File: config.mk
export PLATFORM = sky130hd
export DESIGN_NAME = afe_pin_control
export DESIGN_NICKNAME = d
export VERILOG_FILES = /design/src/design/afe_pin_pkg.sv /design/src/design/afe_pin_control.sv /design/src/design/afe_clock_divider.sv
export SDC_FILE = /design/constraint.sdc
export NUM_CORES = 1
export LEC_CHECK = 0
export BUFFER_PORTS_ARGS = -buffer_cell sky130_fd_sc_hd__buf_2
export CAP_MARGIN = 5
export CORE_MARGIN = 2
export CORE_UTILIZATION = 40
export DETAILED_ROUTE_END_ITERATION = 10
export PLACE_DENSITY = 0.7
export SLEW_MARGIN = 20
export SYNTH_ARGS = -nofsm -noshare
export SYNTH_HDL_FRONTEND = slang
export SYNTH_SLANG_ARGS = --single-unit
File: constraint.sdc
create_clock -name CORE_CLK -period 3.55 [get_ports CORE_CLK]
set_input_delay 0.5325 -clock CORE_CLK [delete_from_list [all_inputs] [get_ports CORE_CLK]]
set_output_delay 0.5325 -clock CORE_CLK [all_outputs]
set_load 0.01 [all_outputs]
File: src/design/afe_pin_pkg.sv
// Constants and carrier types for the front-end pin control block
// ****************************************
// How it works
// - Reset clears pin drive enables, blocks serial, stops clocks
// - Analog biases stay enabled during reset
// - Bitstream pins high impedance until enabled
// - Enabled channel drives bitstream each analog clock
// - Idle ready pin high or floating per enable
// - Low ready pulse after each conversion
// - Pulse one digital period, repeats at rate
// - Ready pulse unlatched, independent of serial
// - Select zero runs crystal as master clock
// - Select one disables crystal, uses input pin
// - Reference select zero enables internal reference
// - Analog clock is master over 1,2,4,8
// - Digital clock is analog clock over four
// - Rate clock is digital over oversampling ratio
// ****************************************
package afe_pin_pkg;
	localparam logic [1:0] PRESCALE_RESET = 2'h0;
	localparam logic [1:0] OSR_RESET = 2'h1;
	localparam logic [1:0] MOD_ENABLE_RESET = 2'h0;
	localparam logic [2:0] ANALOG_MASTER_CLOCK_PER_DIGITAL_MASTER_CLOCK = 3'h4;
	localparam logic [7:0] OSR_BASE_MINUS1 = 8'h1F;

	typedef struct packed {
		logic [1:0] prescale;
		logic [1:0] oversampling_ratio;
		logic [1:0] modulator_output_enable;
		logic data_ready_drive_enable;
		logic external_clock_select;
		logic external_reference_select;
	} settings_t;

	typedef struct packed {
		logic out;
		logic oe;
	} pin_out_t;
endpackage : afe_pin_pkg

File: src/design/afe_pin_control.sv
// Top of the front-end pin control block
`timescale 1ns/1ps
module afe_pin_control (
	input wire logic CORE_CLK, // Master clock, 25 MHz
	input wire logic RSTN, // Active-low master reset
	input wire afe_pin_pkg::settings_t SETTINGS, // Configuration bits
	input wire logic [1:0] MOD_BITS, // Raw modulator decisions per channel
	output logic MOD_CH0_OUT, // Channel 0 bitstream level
	output logic MOD_CH0_OE, // Channel 0 drive enable
	output logic MOD_CH1_OUT, // Channel 1 bitstream level
	output logic MOD_CH1_OE, // Channel 1 drive enable
	output logic DATA_READY_N_OUT, // Data-ready level
	output logic DATA_READY_N_OE, // Data-ready drive enable
	output logic CRYSTAL_OSC_ENABLE, // Crystal oscillator on
	output logic CRYSTAL_OUT_ENABLE, // Second oscillator pin active
	output logic INTERNAL_REF_ENABLE, // Internal reference and switch on
	output logic ANALOG_BIAS_ENABLE, // Analog biases on
	output logic SERIAL_ALLOWED, // Serial interface may run
	output logic CLOCKS_RUNNING, // Internal clocks distributed
	output logic ANALOG_MASTER_CLOCK_TICK, // Analog clock strobe
	output logic DIGITAL_MASTER_CLOCK_TICK, // Digital clock strobe
	output logic OUTPUT_RATE_CLOCK_TICK // Output rate strobe
);
	// ****************************************
	// Reset release
	// ****************************************
	logic [1:0] rst_sync_reg;
	logic rst_n;
	always_ff @(posedge CORE_CLK or negedge RSTN) begin
		if (!RSTN) begin
			rst_sync_reg <= 2'h0;
		end else begin
			rst_sync_reg <= {rst_sync_reg[0], 1'b1};
		end
	end
	assign rst_n = rst_sync_reg[1];

	// ****************************************
	// Clock tree strobes
	// ****************************************
	logic analog_master_clock_tick, digital_master_clock_tick;
	afe_clock_divider u_div (
		.clk(CORE_CLK),
		.rst_n(rst_n),
		.prescale(SETTINGS.prescale),
		.analog_master_clock_tick(analog_master_clock_tick),
		.digital_master_clock_tick(digital_master_clock_tick)
	);

	function automatic logic [7:0] osr_last(input logic [1:0] code);
		osr_last = 8'(((9'h1 << code) * 9'(afe_pin_pkg::OSR_BASE_MINUS1 + 8'h1)) - 9'h1);
	endfunction : osr_last

	// ****************************************
	// Data-ready generator
	// ****************************************
	logic [7:0] osr_cnt_reg, osr_cnt_next;
	logic dr_low_reg, dr_low_next;
	logic output_rate_clock_reg, output_rate_clock_next;
	logic [1:0] mod_reg, mod_next;
	logic [1:0] mod_oe_reg, mod_oe_next;
	logic dr_oe_reg, dr_oe_next;
	logic run_reg, run_next;
	always_comb begin
		osr_cnt_next = osr_cnt_reg;
		dr_low_next = dr_low_reg;
		output_rate_clock_next = 1'b0;
		if (digital_master_clock_tick) begin
			if (osr_cnt_reg >= osr_last(SETTINGS.oversampling_ratio)) begin
				osr_cnt_next = 8'h0;
				dr_low_next = 1'b1;
				output_rate_clock_next = 1'b1;
			end else begin
				osr_cnt_next = 8'(osr_cnt_reg + 8'h1);
				dr_low_next = 1'b0;
			end
		end
		mod_next = mod_reg;
		// Sample only once clocks run, so the pin never moves without a visible tick
		if (analog_master_clock_tick && run_reg) begin
			mod_next = MOD_BITS;
		end
		mod_oe_next = SETTINGS.modulator_output_enable;
		dr_oe_next = SETTINGS.data_ready_drive_enable;
		run_next = 1'b1;
	end
	always_ff @(posedge CORE_CLK or negedge rst_n) begin
		if (!rst_n) begin
			osr_cnt_reg <= 8'h0;
			dr_low_reg <= 1'b0;
			output_rate_clock_reg <= 1'b0;
			mod_reg <= 2'h0;
			mod_oe_reg <= afe_pin_pkg::MOD_ENABLE_RESET;
			dr_oe_reg <= 1'b0;
			run_reg <= 1'b0;
		end else begin
			osr_cnt_reg <= osr_cnt_next;
			dr_low_reg <= dr_low_next;
			output_rate_clock_reg <= output_rate_clock_next;
			mod_reg <= mod_next;
			mod_oe_reg <= mod_oe_next;
			dr_oe_reg <= dr_oe_next;
			run_reg <= run_next;
		end
	end

	// ****************************************
	// Pin drive
	// ****************************************
	assign MOD_CH0_OUT = mod_reg[0];
	assign MOD_CH1_OUT = mod_reg[1];
	assign MOD_CH0_OE = mod_oe_reg[0];
	assign MOD_CH1_OE = mod_oe_reg[1];
	// Unlatched, set only by the strobe counter
	assign DATA_READY_N_OUT = ~dr_low_reg;
	assign DATA_READY_N_OE = dr_low_reg | dr_oe_reg;
	assign CRYSTAL_OSC_ENABLE = ~SETTINGS.external_clock_select;
	assign CRYSTAL_OUT_ENABLE = ~SETTINGS.external_clock_select;
	assign INTERNAL_REF_ENABLE = ~SETTINGS.external_reference_select;
	assign ANALOG_BIAS_ENABLE = 1'b1;
	assign SERIAL_ALLOWED = run_reg;
	assign CLOCKS_RUNNING = run_reg;
	assign ANALOG_MASTER_CLOCK_TICK = analog_master_clock_tick & run_reg;
	assign DIGITAL_MASTER_CLOCK_TICK = digital_master_clock_tick & run_reg;
	assign OUTPUT_RATE_CLOCK_TICK = output_rate_clock_reg;
endmodule : afe_pin_control

File: src/design/afe_clock_divider.sv
// Prescaler and divide-by-four producing analog and digital strobes
`timescale 1ns/1ps
module afe_clock_divider (
	input wire logic clk, // Master clock
	input wire logic rst_n, // Synchronised reset
	input wire logic [1:0] prescale, // Prescale code
	output logic analog_master_clock_tick, // One cycle per analog clock period
	output logic digital_master_clock_tick // One cycle per digital clock period
);
	logic [2:0] pre_reg, pre_next;
	logic [1:0] quad_reg, quad_next;
	logic [2:0] pre_max;
	always_comb begin
		pre_max = 3'((4'h1 << prescale) - 4'h1);
		analog_master_clock_tick = (pre_reg >= pre_max);
		pre_next = analog_master_clock_tick ? 3'h0 : 3'(pre_reg + 3'h1);
		quad_next = quad_reg;
		if (analog_master_clock_tick) begin
			quad_next = 2'(quad_reg + 2'h1);
		end
		digital_master_clock_tick = analog_master_clock_tick && (quad_reg == 2'(afe_pin_pkg::ANALOG_MASTER_CLOCK_PER_DIGITAL_MASTER_CLOCK - 3'h1));
	end
	always_ff @(posedge clk or negedge rst_n) begin
		if (!rst_n) begin
			pre_reg <= 3'h0;
			quad_reg <= 2'h0;
		end else begin
			pre_reg <= pre_next;
			quad_reg <= quad_next;
		end
	end
endmodule : afe_clock_divider

==> summary.md <==
| Metric | Value |
|---|---|
| Run status | finished, violations left |
| Failing checks | DRC |
| Global-route wire length before repair | 3843 µm |
| DR pass1 iterations | 7 |
| P_int | 0.5317 mW |
| Mapped Avg Cell Area | 11.24 µm² |
| I/O pins | 28 |
| Die area | about 3500 µm² |
| GRT Total Usage | 0.1470 |
| Hold Worst Slack | about 0.31 ns |
| Via Count | 883 |
| Netlist cell types | 37 |
| Cell taking the most area after synthesis | dfrtp_1 |
| Fin crit share | 0.7255 |
| Max FO, Critical Path | 16 |
| Via density | 5.319 |
| Fillers | 274 |
| Placement Rows | 19 |
| Warnings, synthesis | 0 |
| Design Power | 0.8632 mW |
| Number of synthesized register bits | 23 |
| Inserted Diodes | 0 |
| CTS resizes | 0 |
| Power density over the cells | 631.2 nW/µm² |
| Clk pin slew, worst setup/hold paths | around 0.12 ns |
| Yosys top cell area share | 0.4787 |
| Pin slew with the least headroom to its limit | 0.8308 ns |
| Final nets | 158 |
| Register area share after synthesis | 0.4787 |
| CTS root buffer | clkbuf_4 |
| CTS tree | done |
| Hpwl dp | roughly 1700 µm |
| Grt ovf | 0 |
| Peak Freq | 388.3 MHz |
| Final wirelength | approximately 2200 µm |
| Die H | 58.83 µm |
| Vias in the first global route | 931 |
| Most frequent cells in the layout | 26 x buf_2, 23 x dfrtp_1, 11 x inv_1 |
| Setup WS pre-CTS | 0.9677 ns |
| Share of cells above drive strength 1 | 0.3407 |
| Sequential share of power | 0.457 |
| Worst setup SP type | primary input |
| CTS buffer count | 3 |
| Fin. Hold Viols | 0 |
| Port bufs | 26 |
| Required time worst endpoint | about 3.0 ns |
| Iter 0 DRT Violations | 17 |
| Starting Density | 0.4286 |
| Initial antenna violation count | 0 |
| Post-CTS Setup Bufs | 0 |
| Most common cell after layout, fill and taps aside | buf_2 |
| HP Class | in2reg |
| Final Setup Violations | 0 |
| H-tree levels | 1 |
| Crit-path max cell delay | ~0.41 ns |
| Core region area | 2805 µm² |
| RSZ-0062 raised after global routing | no |
| Setup TNS | 0 ns |
| Post-route ant nets | 0 |
| Post-Synthesis Cells | 107 |
| Worst path slowest cell | o21ai_4 |
| Combinational share of power | 0.401 |
| Crit-path cells | buf_2 -> or2_2 -> ha_1 -> nor2b_1 -> o21ai_4 -> and3_1 -> buf_2 |
| Final Slew Violations | 0 |
| Final Util | 0.4875 |
| Remaining DRCs | 1 |
| Leakage | 0.6780 nW |
| Final min period | 2.576 ns |
| Critical Path End Type | output port |
| Pin count of the biggest net entering global routing | 22 |
| Hold-fix buffers, CTS | 1 |
| Area Overhead vs Synth | 13.74% |
| Sw Share | 0.3840 |
| Clock power share | 0.142 |
| Clock latency on the worst-skew pair | 0.32 ns |
| Die width | between 50 and 60 µm |
| Final worst slack | 0.9744 ns |
| Mapped Area | 1202 µm² |
| Final GP Congestion | 0.8166 |
| Largest register FFs | 8 |
| CTS sink count | 23 |
| Worst setup path class | in2out |
| Routed length per instance | about 13 µm |
| Worst path most repeated cell | buf_2 |
| Top post-synthesis cells by area | dfrtp_1 48%, ha_1 9.4%, inv_1 3.4%, mux2_2 2.8%, nor2_1 2.5% |
| Longest Clk Path Bufs | 2 |
| Clk_skew | 0.005738 ns |
| CP arrival | 2.04 ns |
| Switching Power | 0.3315 mW |
| Max Cap Violations | 0 |
| Worst VDD drop | between 0.3 and 0.4 mV |
| Max-slew headroom | 0.4462 |
[power groups by stage]
stage          Sequential (mW)  Combinational (mW)  Clock (mW)
5_1_grt                  0.407               0.388       0.138
3_5_place_dp             0.401               0.347           0
6_report                 0.394               0.346       0.123
2_1_floorplan            0.391               0.283           0
4_1_cts                  0.395               0.351       0.127
3_3_place_gp             0.395               0.330           0
[layout make-up]
cell class,count,area [µm²],area share
Tap cell,31,38.79,0.02836
Multi-Input combinational cell,70,545.5,0.3989
Sequential cell,23,575.6,0.4209
Inverter,11,41.29,0.03019
Clock buffer,4,26.28,0.01921
Timing Repair Buffer,27,140.1,0.1025
[layer usage]
layer	global-route usage	wire length [µm]
met1	0.1612	890
met5	0	0
met4	0.08117	39
met3	0.03077	120
met2	0.2619	1134
[per-stage QoR]
step                cells  instance area (µm²)
finish                166                 1368
global route          166                 1368
CTS                   166                 1368
detailed placement    161                 1331
global placement      161                 1331
floorplan             109                 1210
[cell usage after synthesis (all sizes together)]
| cell | count |
|---|---|
| buf | 4 |
| a32o | 2 |
| and2 | 1 |
| nand4 | 2 |
| o221a | 1 |
| inv | 11 |
| dfrtp | 23 |
| o21ai | 2 |
| ha | 9 |
| nor2 | 8 |
| nand2b | 3 |
| o221ai | 2 |
| conb | 1 |
| and3 | 3 |
| a21boi | 1 |
| a31oi | 1 |
| mux2 | 3 |
| xnor2 | 1 |
| or2 | 2 |
| o211ai | 4 |
| o2bb2ai | 3 |
| nand3 | 5 |
| nor3 | 2 |
| xor2 | 1 |
| a21oi | 2 |
| nor2b | 1 |
| a41oi | 1 |
| nand2 | 6 |
| clkbuf | 1 |
| mux2i | 1 |
[path summary, 6_finish.rpt]
| kind | start | to | slack (ns) | depth (start not counted) |
|---|---|---|---|---|
| worst max-delay path | SETTINGS[7] | DIGITAL_MASTER_CLOCK_TICK | 0.97 | 7 |
| worst min-delay path | SETTINGS[3] | mod_oe_reg[0] | 0.31 | 1 |
| max in group asynchronous | rst_sync_reg[1] | osr_cnt_reg[2] | 2.68 | 0 |
| worst min register to register | rst_sync_reg[1] | dr_oe_reg | 0.35 | 0 |
| worst max register to register | u_div.pre_reg[0] | osr_cnt_reg[5] | 1.78 | 6 |
| min in group asynchronous | rst_sync_reg[1] | dr_oe_reg | 0.35 | 0 |
[critical path, delay by kind of cell]
family / cells / cell delay [ns]
AOI/OAI and AO/OA: 1 / 0.41
and+or+nand+nor: 3 / 0.58
adders and majority gates: 1 / 0.29
buffers and inverters: 2 / 0.23
[cells by family (layout without fill, tap and decap cells)]
kind of cell,count (synthesis),in the layout,synth area share
and+or+nand+nor,33,33,0.1530
DFF,23,23,0.4787
AOI/OAI and AO/OA,19,19,0.1467
buffers and inverters,16,42,0.07388
adders and majority gates,9,9,0.09365
muxes,4,4,0.03642
xor gates and xnor gates,2,2,0.01457
other,1,3,0.003119
Power figures use the tool's default switching activity.
